===== src/hdl/arlc_cfg.svh =====
// Constants of the alt-mode redriver lane control block.
// Assumes a 250 MHz core clock and an external register access agent.
// Function
// - LFPS present switches that receiver's equalization off
// - Without LFPS, gain from straps or registers
// - Track USB U-state from line conditions
// - Poll receiver detect, then terminate and redrive
// - Snoop native AUX writes to 0x00101, 0x00600
// - D3 disables lanes, else captured count
// - Snoop on after reset, off by control
// - Snoop only in register-based configuration
// - Strap mode: all four lanes on hotplug when the display enable pin is high
// - Snooped values land in register 0x12
// - Latch four-level straps at reset release
// - Drop strap pull resistors after hold time
// - Four-level input decodes to two bits
// - Two straps per path, registers may override
// - Select strap level 0 means pin mode
// - Lanes pass only when enabled and hotplug
`ifndef ARLC_CFG_SVH
`define ARLC_CFG_SVH

`define ARLC_CLK_PERIOD_NS       4
`define ARLC_STRAP_HOLD_NS       1000
`define ARLC_STRAP_HOLD_CYC      ((`ARLC_STRAP_HOLD_NS + `ARLC_CLK_PERIOD_NS - 1) / `ARLC_CLK_PERIOD_NS)
`define ARLC_RXDET_INTV_MS       12
`define ARLC_RXDET_INTV_CYC      (`ARLC_RXDET_INTV_MS * 1000000 / `ARLC_CLK_PERIOD_NS)
`define ARLC_U2_IDLE_CYC         1000
`define ARLC_U3_IDLE_CYC         4000

`define ARLC_OFS_SNOOP_STATUS    8'h12
`define ARLC_OFS_SNOOP_CONTROL   8'h13
`define ARLC_OFS_LANE_MASK       8'h14
`define ARLC_OFS_GAIN_USB        8'h20
`define ARLC_OFS_GAIN_DISPLAY    8'h21
`define ARLC_OFS_USB_STATE       8'h22

`define ARLC_CTL_SNOOP_OFF_BIT   0
`define ARLC_CTL_DISP_EN_BIT     1
`define ARLC_CTL_GAIN_OVR_BIT    2
`define ARLC_CONTROL_RESET       8'h00
`define ARLC_LANE_MASK_RESET     4'hF
`define ARLC_GAIN_RESET          4'h0

`define ARLC_AUX_CMD_NATIVE_WR   4'h8
`define ARLC_DPCD_LANE_COUNT     20'h00101
`define ARLC_DPCD_POWER_STATE    20'h00600
`define ARLC_POWER_D3            3'h2
`define ARLC_LEVEL_ZERO          2'h0

`endif


===== src/hdl/arlc_pkg.sv =====
// Types shared by the alt-mode redriver lane control block.
// Assumes nothing of its surroundings.
package arlc_pkg;
    typedef enum logic [2:0] {
        USB_DISC = 3'h0,
        USB_U0   = 3'h1,
        USB_U1   = 3'h3,
        USB_U2   = 3'h2,
        USB_U3   = 3'h6
    } arlc_usb_state_type;

    typedef enum logic [2:0] {
        AUX_CMD  = 3'h0,
        AUX_AMID = 3'h1,
        AUX_ALOW = 3'h3,
        AUX_LEN  = 3'h2,
        AUX_DATA = 3'h6,
        AUX_SKIP = 3'h7
    } arlc_aux_state_type;
endpackage


===== src/hdl/arlc_strap4.sv =====
// Four-level strap synchroniser and latch, one generate slice per pin.
// Assumes each pin arrives as a two-bit comparator code, asynchronous.
`include "arlc_cfg.svh"
`timescale 1ns/1ps
`default_nettype none
module arlc_strap4 #(
    parameter int NUM_PINS = 7,
    parameter int HOLD_CYC = `ARLC_STRAP_HOLD_CYC
) (
    // Clock and reset
    input  wire logic                  core_clk,
    input  wire logic                  rst_b,
    // Pin codes
    input  wire logic [2*NUM_PINS-1:0] pin_code,
    // Latched levels
    output logic      [2*NUM_PINS-1:0] strap_level,
    output logic                       strap_valid,
    output logic                       pull_en
);
    logic [2*NUM_PINS-1:0] sync1;
    logic [2*NUM_PINS-1:0] sync2;
    logic [2*NUM_PINS-1:0] sync3;
    logic [NUM_PINS-1:0]   agree;
    logic [15:0]           hold_cnt;

    always_ff @(posedge core_clk) begin
        if (!rst_b) begin
            sync1 <= '0;
            sync2 <= '0;
            sync3 <= '0;
        end else begin
            sync1 <= pin_code;
            sync2 <= sync1;
            sync3 <= sync2;
        end
    end

    genvar i;
    generate
        for (i = 0; i < NUM_PINS; i++) begin : g_pin
            assign agree[i] = (sync2[2*i+1:2*i] == sync3[2*i+1:2*i]);
        end
    endgenerate

    always_ff @(posedge core_clk) begin
        if (!rst_b) begin
            strap_level <= '0;
            strap_valid <= 1'b0;
        end else if (!strap_valid && hold_cnt >= 16'(3) && &agree) begin
            strap_level <= sync3;
            strap_valid <= 1'b1;
        end
    end

    always_ff @(posedge core_clk) begin
        if (!rst_b) begin
            hold_cnt <= '0;
            pull_en  <= 1'b1;
        end else if (pull_en) begin
            if (strap_valid && hold_cnt >= 16'(HOLD_CYC)) begin
                pull_en <= 1'b0;
            end else if (hold_cnt != 16'hFFFF) begin
                hold_cnt <= hold_cnt + 16'h0001;
            end
        end
    end
endmodule
`default_nettype wire


===== src/hdl/arlc_top.sv =====
// Lane and equalization control of the alt-mode redriver switch.
// Assumes same-clock AUX byte framing and register access agent;
// line-condition inputs come asynchronously from the analog front end.
`include "arlc_cfg.svh"
`timescale 1ns/1ps
`default_nettype none
module arlc_top #(
    parameter int RXDET_INTV_CYC = `ARLC_RXDET_INTV_CYC,
    parameter int U2_IDLE_CYC    = `ARLC_U2_IDLE_CYC,
    parameter int U3_IDLE_CYC    = `ARLC_U3_IDLE_CYC,
    parameter int HOLD_CYC       = `ARLC_STRAP_HOLD_CYC
) (
    // Clock and reset
    input  wire logic       core_clk,
    input  wire logic       rst_b,
    // Four-level strap codes
    input  wire logic [1:0] config_select_code,
    input  wire logic [3:0] usb_path_a_gain_straps,
    input  wire logic [3:0] usb_path_b_gain_straps,
    input  wire logic [3:0] display_gain_straps,
    output logic            strap_pull_en,
    // Line conditions
    input  wire logic [1:0] lfps_active,
    input  wire logic       rx_detected,
    input  wire logic       elec_idle,
    input  wire logic       ss_rate,
    input  wire logic       hotplug_sense_in,
    input  wire logic       display_enable_pin,
    // Receiver control
    output logic            rxdet_start,
    output logic            rx_term_en,
    output logic            redrive_en,
    output logic [1:0]      eq_enable,
    output logic [3:0]      usb_a_gain,
    output logic [3:0]      usb_b_gain,
    output logic [3:0]      display_gain,
    output logic [2:0]      usb_power_state,
    output logic [3:0]      display_lane_en,
    // AUX byte stream
    input  wire logic       aux_start,
    input  wire logic       aux_byte_valid,
    input  wire logic [7:0] aux_byte,
    // Register access
    input  wire logic [7:0] reg_addr,
    input  wire logic       reg_wr_en,
    input  wire logic [7:0] reg_wdata,
    input  wire logic       reg_rd_en,
    output logic [7:0]      reg_rdata
);
    logic [13:0]                 strap_level;
    logic                        strap_valid;
    logic [1:0]                  lfps_s1, lfps_s2, lfps_s3, lfps_q;
    logic [3:0]                  line_s1, line_s2, line_s3, line_q;
    logic                        reg_mode;
    logic                        snoop_on;
    logic [7:0]                  control;
    logic [3:0]                  lane_mask;
    logic [3:0]                  gain_one, gain_two, gain_ss, gain_disp_reg;
    logic [2:0]                  cap_lanes;
    logic [2:0]                  cap_power;
    logic [31:0]                 rxdet_cnt;
    logic [31:0]                 idle_cnt;
    arlc_pkg::arlc_usb_state_type usb_state;
    arlc_pkg::arlc_aux_state_type aux_state;
    logic [19:0]                 aux_addr;
    logic [3:0]                  next_lanes;

    arlc_strap4 #(.NUM_PINS(7), .HOLD_CYC(HOLD_CYC)) u_strap (
        .core_clk    (core_clk),
        .rst_b       (rst_b),
        .pin_code    ({config_select_code, usb_path_a_gain_straps,
                       usb_path_b_gain_straps, display_gain_straps}),
        .strap_level (strap_level),
        .strap_valid (strap_valid),
        .pull_en     (strap_pull_en)
    );

    // select level 0 is pin mode
    assign reg_mode = strap_valid && (strap_level[13:12] != `ARLC_LEVEL_ZERO);
    assign snoop_on = reg_mode && !control[`ARLC_CTL_SNOOP_OFF_BIT];

    // Three-stage sync; change taken when stages two and three agree
    always_ff @(posedge core_clk) begin
        if (!rst_b) begin
            lfps_s1 <= '0;
            lfps_s2 <= '0;
            lfps_s3 <= '0;
            lfps_q  <= '0;
            line_s1 <= 4'h2;
            line_s2 <= 4'h2;
            line_s3 <= 4'h2;
            line_q  <= 4'h2;
        end else begin
            lfps_s1 <= lfps_active;
            lfps_s2 <= lfps_s1;
            lfps_s3 <= lfps_s2;
            line_s1 <= {hotplug_sense_in, rx_detected, elec_idle, ss_rate};
            line_s2 <= line_s1;
            line_s3 <= line_s2;
            for (int k = 0; k < 2; k++) begin
                if (lfps_s2[k] == lfps_s3[k]) lfps_q[k] <= lfps_s3[k];
            end
            for (int k = 0; k < 4; k++) begin
                if (line_s2[k] == line_s3[k]) line_q[k] <= line_s3[k];
            end
        end
    end

    // Register writes
    always_ff @(posedge core_clk) begin
        if (!rst_b) begin
            control       <= `ARLC_CONTROL_RESET;
            lane_mask     <= `ARLC_LANE_MASK_RESET;
            gain_one      <= `ARLC_GAIN_RESET;
            gain_two      <= `ARLC_GAIN_RESET;
            gain_ss       <= `ARLC_GAIN_RESET;
            gain_disp_reg <= `ARLC_GAIN_RESET;
        end else if (reg_wr_en) begin
            case (reg_addr)
                `ARLC_OFS_SNOOP_CONTROL: control <= reg_wdata;
                `ARLC_OFS_LANE_MASK:     lane_mask <= reg_wdata[3:0];
                `ARLC_OFS_GAIN_USB: begin
                    gain_one <= reg_wdata[3:0];
                    gain_two <= reg_wdata[7:4];
                end
                `ARLC_OFS_GAIN_DISPLAY: begin
                    gain_ss       <= reg_wdata[3:0];
                    gain_disp_reg <= reg_wdata[7:4];
                end
                default: ;
            endcase
        end
    end

    // Register reads, one cycle latency; unmapped reads zero
    always_ff @(posedge core_clk) begin
        if (!rst_b) begin
            reg_rdata <= 8'h00;
        end else if (reg_rd_en) begin
            case (reg_addr)
                `ARLC_OFS_SNOOP_STATUS:  reg_rdata <= {1'b0, cap_power, 1'b0, cap_lanes};
                `ARLC_OFS_SNOOP_CONTROL: reg_rdata <= control;
                `ARLC_OFS_LANE_MASK:     reg_rdata <= {4'h0, lane_mask};
                `ARLC_OFS_GAIN_USB:      reg_rdata <= {gain_two, gain_one};
                `ARLC_OFS_GAIN_DISPLAY:  reg_rdata <= {gain_disp_reg, gain_ss};
                `ARLC_OFS_USB_STATE:     reg_rdata <= {5'h00, usb_state};
                default:                 reg_rdata <= 8'h00;
            endcase
        end
    end

    always_ff @(posedge core_clk) begin
        if (!rst_b) begin
            eq_enable    <= 2'h0;
            usb_a_gain   <= 4'h0;
            usb_b_gain   <= 4'h0;
            display_gain <= 4'h0;
        end else begin
            eq_enable <= ~lfps_q;
            if (reg_mode && control[`ARLC_CTL_GAIN_OVR_BIT]) begin
                usb_a_gain   <= gain_one;
                usb_b_gain   <= gain_ss;
                display_gain <= gain_disp_reg;
            end else begin
                usb_a_gain   <= strap_level[11:8];
                usb_b_gain   <= strap_level[7:4];
                display_gain <= strap_level[3:0];
            end
        end
    end

    always_ff @(posedge core_clk) begin
        if (!rst_b) begin
            rxdet_cnt   <= '0;
            rxdet_start <= 1'b0;
        end else begin
            rxdet_start <= 1'b0;
            if (usb_state == arlc_pkg::USB_DISC) begin
                if (rxdet_cnt >= 32'(RXDET_INTV_CYC - 1)) begin
                    rxdet_cnt   <= '0;
                    rxdet_start <= 1'b1;
                end else begin
                    rxdet_cnt <= rxdet_cnt + 32'h1;
                end
            end else begin
                rxdet_cnt <= '0;
            end
        end
    end

    always_ff @(posedge core_clk) begin
        if (!rst_b) begin
            usb_state <= arlc_pkg::USB_DISC;
            idle_cnt  <= '0;
        end else if (!line_q[2]) begin
            usb_state <= arlc_pkg::USB_DISC;
            idle_cnt  <= '0;
        end else begin
            case (usb_state)
                arlc_pkg::USB_DISC: usb_state <= arlc_pkg::USB_U0;
                arlc_pkg::USB_U0: begin
                    idle_cnt <= '0;
                    if (line_q[1] && !line_q[0] && lfps_q == 2'h0) usb_state <= arlc_pkg::USB_U1;
                end
                arlc_pkg::USB_U1, arlc_pkg::USB_U2, arlc_pkg::USB_U3: begin
                    if ((lfps_q != 2'h0) || (!line_q[1] && line_q[0])) begin
                        usb_state <= arlc_pkg::USB_U0;
                        idle_cnt  <= '0;
                    end else begin
                        if (idle_cnt != 32'hFFFF_FFFF) idle_cnt <= idle_cnt + 32'h1;
                        if (idle_cnt >= 32'(U3_IDLE_CYC)) usb_state <= arlc_pkg::USB_U3;
                        else if (idle_cnt >= 32'(U2_IDLE_CYC)) usb_state <= arlc_pkg::USB_U2;
                    end
                end
                default: usb_state <= arlc_pkg::USB_DISC;
            endcase
        end
    end

    always_ff @(posedge core_clk) begin
        if (!rst_b) begin
            rx_term_en      <= 1'b0;
            redrive_en      <= 1'b0;
            usb_power_state <= 3'h0;
        end else begin
            rx_term_en      <= (usb_state != arlc_pkg::USB_DISC);
            redrive_en      <= (usb_state != arlc_pkg::USB_DISC);
            usb_power_state <= usb_state;
        end
    end

    always_ff @(posedge core_clk) begin
        if (!rst_b) begin
            aux_state <= arlc_pkg::AUX_CMD;
            aux_addr  <= '0;
        end else if (aux_start) begin
            aux_state <= arlc_pkg::AUX_CMD;
        end else if (aux_byte_valid) begin
            case (aux_state)
                arlc_pkg::AUX_CMD: begin
                    aux_addr[19:16] <= aux_byte[3:0];
                    aux_state <= (aux_byte[7:4] == `ARLC_AUX_CMD_NATIVE_WR) ?
                                 arlc_pkg::AUX_AMID : arlc_pkg::AUX_SKIP;
                end
                arlc_pkg::AUX_AMID: begin
                    aux_addr[15:8] <= aux_byte;
                    aux_state      <= arlc_pkg::AUX_ALOW;
                end
                arlc_pkg::AUX_ALOW: begin
                    aux_addr[7:0] <= aux_byte;
                    aux_state     <= arlc_pkg::AUX_LEN;
                end
                arlc_pkg::AUX_LEN:  aux_state <= arlc_pkg::AUX_DATA;
                arlc_pkg::AUX_DATA: aux_state <= arlc_pkg::AUX_SKIP;
                arlc_pkg::AUX_SKIP: aux_state <= arlc_pkg::AUX_SKIP;
                default:            aux_state <= arlc_pkg::AUX_SKIP;
            endcase
        end
    end

    always_ff @(posedge core_clk) begin
        if (!rst_b) begin
            cap_lanes <= 3'h0;
            cap_power <= 3'h1;
        end else if (snoop_on && aux_byte_valid && !aux_start &&
                     aux_state == arlc_pkg::AUX_DATA) begin
            if (aux_addr == `ARLC_DPCD_LANE_COUNT) cap_lanes <= aux_byte[2:0];
            if (aux_addr == `ARLC_DPCD_POWER_STATE) cap_power <= aux_byte[2:0];
        end
    end

    always_comb begin
        next_lanes = 4'h0;
        if (!reg_mode) begin
            next_lanes = display_enable_pin ? 4'hF : 4'h0;
        end else if (!control[`ARLC_CTL_DISP_EN_BIT]) begin
            next_lanes = 4'h0;
        end else if (!snoop_on) begin
            next_lanes = lane_mask;
        end else if (cap_power != `ARLC_POWER_D3) begin
            case (cap_lanes)
                3'h1:    next_lanes = 4'h1;
                3'h2:    next_lanes = 4'h3;
                3'h4:    next_lanes = 4'hF;
                default: next_lanes = 4'h0;
            endcase
        end
    end

    always_ff @(posedge core_clk) begin
        if (!rst_b) begin
            display_lane_en <= 4'h0;
        end else begin
            display_lane_en <= line_q[3] ? next_lanes : 4'h0;
        end
    end
endmodule
`default_nettype wire


===== config.mk =====
export PLATFORM = sky130hd
export DESIGN_NAME = arlc_top
export DESIGN_NICKNAME = d
export VERILOG_FILES = /design/src/hdl/arlc_pkg.sv /design/src/hdl/arlc_strap4.sv /design/src/hdl/arlc_top.sv
export VERILOG_INCLUDE_DIRS = /design/src /design/src/hdl
export SDC_FILE = /design/constraint.sdc
export NUM_CORES = 1
export LEC_CHECK = 0
export BUFFER_PORTS_ARGS = -buffer_cell sky130_fd_sc_hd__buf_2
export CORE_MARGIN = 5
export CORE_UTILIZATION = 35
export DETAILED_ROUTE_END_ITERATION = 12
export GPL_ROUTABILITY_DRIVEN = 0
export GPL_TIMING_DRIVEN = 0
export PLACE_DENSITY = 0.58
export SYNTH_ARGS = -nofsm -noshare
export SYNTH_HDL_FRONTEND = slang
export SYNTH_HIERARCHICAL = 1
export SYNTH_SLANG_ARGS = --single-unit

===== constraint.sdc =====
create_clock -name core_clk -period 2.9 [get_ports core_clk]
set_clock_uncertainty 0.1 [all_clocks]
set_input_delay 0.87 -clock core_clk [delete_from_list [all_inputs] [get_ports core_clk]]
set_output_delay 0.87 -clock core_clk [all_outputs]
set_load 0.01 [all_outputs]

== Word-level counts from Yosys, hierarchy flattened ==
Index checks and enable logic that the tools add are counted.

* Flip-flop bits (word level): 253
* Latch bits: 0
* Memory bits (writable): 0
* ROM bits: 0
* Word-level logic and storage cells: 162
* Memories: 0

* Add/subtract/negate cells: 3
* $mul: 0
* Divide/modulo/power cells: 0
* Magnitude comparators: 5
* Equality and inequality tests: 39
* Shifts and indexed selects: 0
* Mux-type cells: 23
* Bitwise logic cells: 5
* Reductions and logical operators: 44

{| class="wikitable"
|+ Operator list
! cell !! count
|-
| $add A32 B1 Y32 const B || 2
|-
| $mux W32 || 2
|-
| $pmux W32 S2 || 1
|-
| $pmux W8 S6 || 1
|-
| $ge A32 B10 Y1 const B || 1
|-
| $ge A32 B12 Y1 const B || 1
|-
| $ge A32 B22 Y1 const B || 1
|-
| $mux W4 || 8
|-
| $ne A32 B32 Y1 const B || 1
|-
| $eq A8 B5 Y1 const B || 3
|-
| $eq A8 B6 Y1 const B || 3
|-
| $reduce_and A2 Y1 || 11
|-
| $eq A20 B11 Y1 const B || 1
|-
| $eq A20 B9 Y1 const B || 1
|-
| $add A16 B1 Y16 const B || 1
|-
| $ge A16 B2 Y1 const B || 1
|-
| $ge A16 B8 Y1 const B || 1
|-
| $ne A16 B16 Y1 const B || 1
|-
| $eq A3 B2 Y1 const B || 5
|-
| $mux W3 || 5
|-
| $eq A2 B2 Y1 || 7
|-
| $logic_and A1 B1 Y1 || 12
|-
| $pmux W3 S4 || 1
|-
| $pmux W4 S3 || 1
|-
| other kinds (22) || 47
|}

== Longest topological paths before layout ==
* Depth after elaboration: 7
* Mapped depth: 9
* Gate-level depth less buffers: 7

== Modules after synthesis ==
The synthesis kept the hierarchy.

{| class="wikitable"
|+ Modules (own cells, without submodules)
! module !! times used !! cells an instance !! area each (um^2) !! sequential area each (um^2)
|-
| arlc_top || 1 || 861 || 7,702.4 || 3,583.4
|-
| arlc_strap4 || 1 || 284 || 2,875.3 || 1,481.4
|}

== Least setup slack after synthesis ==
OpenSTA, ideal clock, no wires.

* Kind: input to register
* Start point: input port reg_addr[5]
* End point: register reg_rdata[3]
* Library setup time: 0.074 ns
* Arrival: 2.454 ns
* Required time: 2.726 ns
* Path slack: 0.271 ns
* Stages: 5
* Path buffers: 1
* Path through: or4b_2 -> nor3_1 -> clkbuf_1 -> a22oi_1 -> a31oi_1

* Longest elaborated chain between the ends: 2
* Elaborated cells between the ends (all ways): 7
* Those cells by class: eq/ne (6); mux (1)

{| class="wikitable"
|+ Ends and longest elaborated chain
! what !! line !! text
|-
| start: declaration || arlc_top.sv:44 || <nowiki>input wire logic [7:0] reg_addr,</nowiki>
|-
| $eq A8 B6 Y1 or $eq A8 B5 Y1 (tied branches) || arlc_top.sv:140 || <nowiki>case (reg_addr)</nowiki>
|-
| $pmux W8 S6 * || arlc_top.sv:140 ||
|-
| end signal: assignment || arlc_top.sv:141 || <nowiki>`ARLC_OFS_SNOOP_STATUS: reg_rdata <= {1'b0, cap_power, 1'b0, cap_lanes};</nowiki>
|-
| end signal: assignment || arlc_top.sv:142 || <nowiki>`ARLC_OFS_SNOOP_CONTROL: reg_rdata <= control;</nowiki>
|-
| end signal: assignment || arlc_top.sv:143 || <nowiki>`ARLC_OFS_LANE_MASK: reg_rdata <= {4'h0, lane_mask};</nowiki>
|-
| end: declaration || arlc_top.sv:48 || <nowiki>output logic [7:0] reg_rdata</nowiki>
|}

Every way passes the cells marked *; elsewhere a longest branch is shown, timed or not.
A chain may end at the register's enable or synchronous reset.

== Worst setup path in the final report ==
* Start point: input port reg_addr[5]
* End point: register reg_rdata[6]

Same word-level chain as after synthesis.

==> flow_metrics.env <==
export IMPL_status="complete, no violations"
export IMPL_ctsLongestPathBuffers=3
export IMPL_synth_cell_type_count=76
export IMPL_cts_tree="built"
export IMPL_num_rows=63
export IMPL_utilization_pct=42.0
export IMPL_cp_arrival_ns=3.09
export IMPL_post_cts_setup_buffer_count=0
export IMPL_r2r_slack_ns=0.23
export IMPL_final_cell_mix="dfxtp_1, nand2_1, buf_2, nand3_1, and2_1"
export IMPL_drv_cap=0
export IMPL_vias=8633
export IMPL_grtUsageTotal_pct=15.3
export IMPL_wl_met1_um=13100
export IMPL_reg2reg_to="idle_cnt[13]"
export IMPL_rsz0062_at_grt="no"
export IMPL_yosys_most_used_dff="dfxtp_1"
export IMPL_synth_edf_count=0
export IMPL_synth_top_area_cell="dfxtp_1"
export IMPL_clk_pin_slew_worst_paths_ns=0.06
export IMPL_min_from="line_s1[1]"
export IMPL_avgSynthCellArea_um2=9.24
export IMPL_nFillCells=2936
export IMPL_drt_iter0_drc=520
export IMPL_synthCells=1145
export IMPL_reg_largest_list="idle_cnt (32), rxdet_cnt (32), aux_addr (20)"
export IMPL_die_area_mm2=0.0338
export IMPL_clockRootBuffer="clkbuf_16"
export IMPL_layout_drive_gt1_share_pct=12.5
export IMPL_placed_area_mm2=0.0115
export IMPL_route_met2_wl_um=11700
export IMPL_tightestPinTransition_ns=0.981
export IMPL_routed_wl_um=26500
export IMPL_hold_viol=0
export IMPL_fin_crit_sh_pct=93.7
export IMPL_syn_area_mm2=0.0106
export IMPL_dp_slack_ns=-0.390
export IMPL_startpoint="reg_addr[5]"
export IMPL_ant_nets=0
export IMPL_yosysWarnings=6
export IMPL_cts_made_buffers=28
export IMPL_ys_ff_latch=253
export IMPL_routed_via_density=5.14
export IMPL_ys_seq_area_share_pct=47.9
export IMPL_clk_latency_ns=0.54
export IMPL_antenna_found_initial=2
export IMPL_period_needed_ns=2.72
export IMPL_route_met3_wl_um=1330
export IMPL_final_cell_area_mm2=0.0125
export IMPL_grt_pass1_vias=8310
export IMPL_fmax_mhz=368
export IMPL_die_x_um=184
export IMPL_setup_violations=0
export IMPL_post_drt_wl_per_cell_um=15.8
export IMPL_peakVddDrop_mv=0.421
export IMPL_critPathMaxFanout=10
export IMPL_r2r_cells=6
export IMPL_ioPinCount=84
export IMPL_r2r_start="usb_state[0]"
export IMPL_synth_area_top_cells="dfxtp_1, nand2_1, mux2i_1"
export IMPL_cts_htree_levels=1
export IMPL_dr_max_layer_used="met5"
export IMPL_grt_overflow=0
export IMPL_portBuffers=83
export IMPL_p_per_area_mw_per_mm2=592
export IMPL_grt_pass1_wl_um=43400
export IMPL_tns_ns=0
export IMPL_die_h_um=184
export IMPL_drc_errors=0
export IMPL_crit_end="reg_rdata[6]"
export IMPL_crit_required_ns=3.28
export IMPL_slew_headroom_pct=34.0
export IMPL_worst_setup_path_start_kind="input pin"
export IMPL_report_final_slew_viol_count=0
export IMPL_core_area_mm2=0.0297
export IMPL_end_kind="flip-flop"
export IMPL_crit_type="input pin to flip-flop"
export IMPL_finalWorstSetupSlack_ns=0.183
export IMPL_synthArstFlopShare_pct=0
export IMPL_dpl_hpwl_um=19400
export IMPL_layout_commonest_cell="dfxtp_1"
export IMPL_drtPass1Iterations=6
export IMPL_synth_top_area_share_pct=47.9
export IMPL_hold_path_class="flip-flop to flip-flop"
export IMPL_nets=1323
export IMPL_cts_sinks=253
export IMPL_area_growth_pct=18.0
export IMPL_grt_max_degree=16
export IMPL_start_util_pct=35.6
export IMPL_p_leak_nw=4.49
[stage by stage]
stage	total power, mW	hold WS [ns]	cells
2_1_floorplan	3.78	0.286	1154
3_3_place_gp	3.89	0.297	1627
3_5_place_dp	3.89	0.298	1627
4_1_cts	7.50	0.322	1678
5_1_grt	7.68	0.325	1679
6_report	7.39	0.324	1679
[worst max-delay path: stages]
cell and delay [ns]:
buf_2 0.11, or4b_2 0.74, nor3_1 0.55, clkbuf_1 0.44, a22oi_1 0.20, a31oi_1 0.19
[final cells by class]
type	instances	area [µm²]	share of cell area, %
Inverter	16	60.1	0.481
Sequential cell	253	5060	40.6
Clock buffer	35	747	5.98
Multi-Input combinational cell	827	5230	41.9
Tap cell	390	488	3.91
Timing Repair Buffer	83	415	3.33
Buffer	58	269	2.16
Antenna cell	1	2.50	0.0200
Clock inverter	16	205	1.64
[report_power, final]
| part | internal, mW | leakage (nW) | switching, mW |
|---|---|---|---|
| logic | 0.105 | 1.98 | 0.141 |
| clock network | 2.12 | 0.452 | 1.46 |
| registers | 3.54 | 2.06 | 0.0326 |
[per-layer routing]
metal  up-vias  GRT usage [%]
li1       4364              -
met3        36           2.49
met1      4037           21.9
met2       194           24.4
met4         2           3.61
met5         -              0
[synthesized netlist by cell type, types with 3 or more instances]
cell / instances
dfxtp_1: 253
nand2_1: 143
nand3_1: 74
and2_1: 66
mux2i_1: 50
clkbuf_1: 49
a21oi_1: 46
a21boi_0: 41
o21ai_0: 37
nor2b_1: 30
nor2_1: 26
a211oi_1: 25
nor3_1: 23
nor4_1: 21
xor2_1: 21
or3_1: 18
nand2b_1: 17
inv_1: 16
nand4_1: 16
o31ai_1: 16
or4_1: 14
xnor2_1: 14
and3_1: 12
a31oi_1: 10
and4_1: 7
a222oi_1: 6
nor4b_1: 6
o41ai_1: 6
ha_1: 5
o211ai_1: 5
a22oi_1: 4
o311ai_0: 4
nand3_2: 3
nor4_2: 3
o211a_1: 3
or3_2: 3
[worst min-delay path by stage]
stage / to / slack [ns] / cells after the start
after floorplan: line_s2[1] / 0.29 / 1
after global placement: line_s2[1] / 0.30 / 1
after detailed placement: line_s2[1] / 0.30 / 1
after CTS: line_s2[1] / 0.32 / 1
after global routing: line_s2[1] / 0.33 / 1
final: line_s2[1] / 0.32 / 1
[timing repair]
action / 4_1_cts / 5_1_grt
hold buffers: 0 / 0
endpoints found under the setup margin: 0 / 16
resized for setup: 0 / 2
hold endpoints to repair: 0 / 0
[kinds of logic (layout without fill, tap and decap cells)]
logic type                 count (synthesis)  in the layout  share of synthesized area [%]
and+or+nand+nor                          508            508                           26.8
DFF                                      253            253                           47.9
AOI/OAI and AO/OA                        219            219                           13.9
buffers and inverters                     74            208                           3.11
muxes                                     50             50                           4.73
xor gates and xnor gates                  35             35                           2.90
adders and majority gates                  5              5                          0.591
other                                      1             11                         0.0355
(Power assumes the default switching activity.)
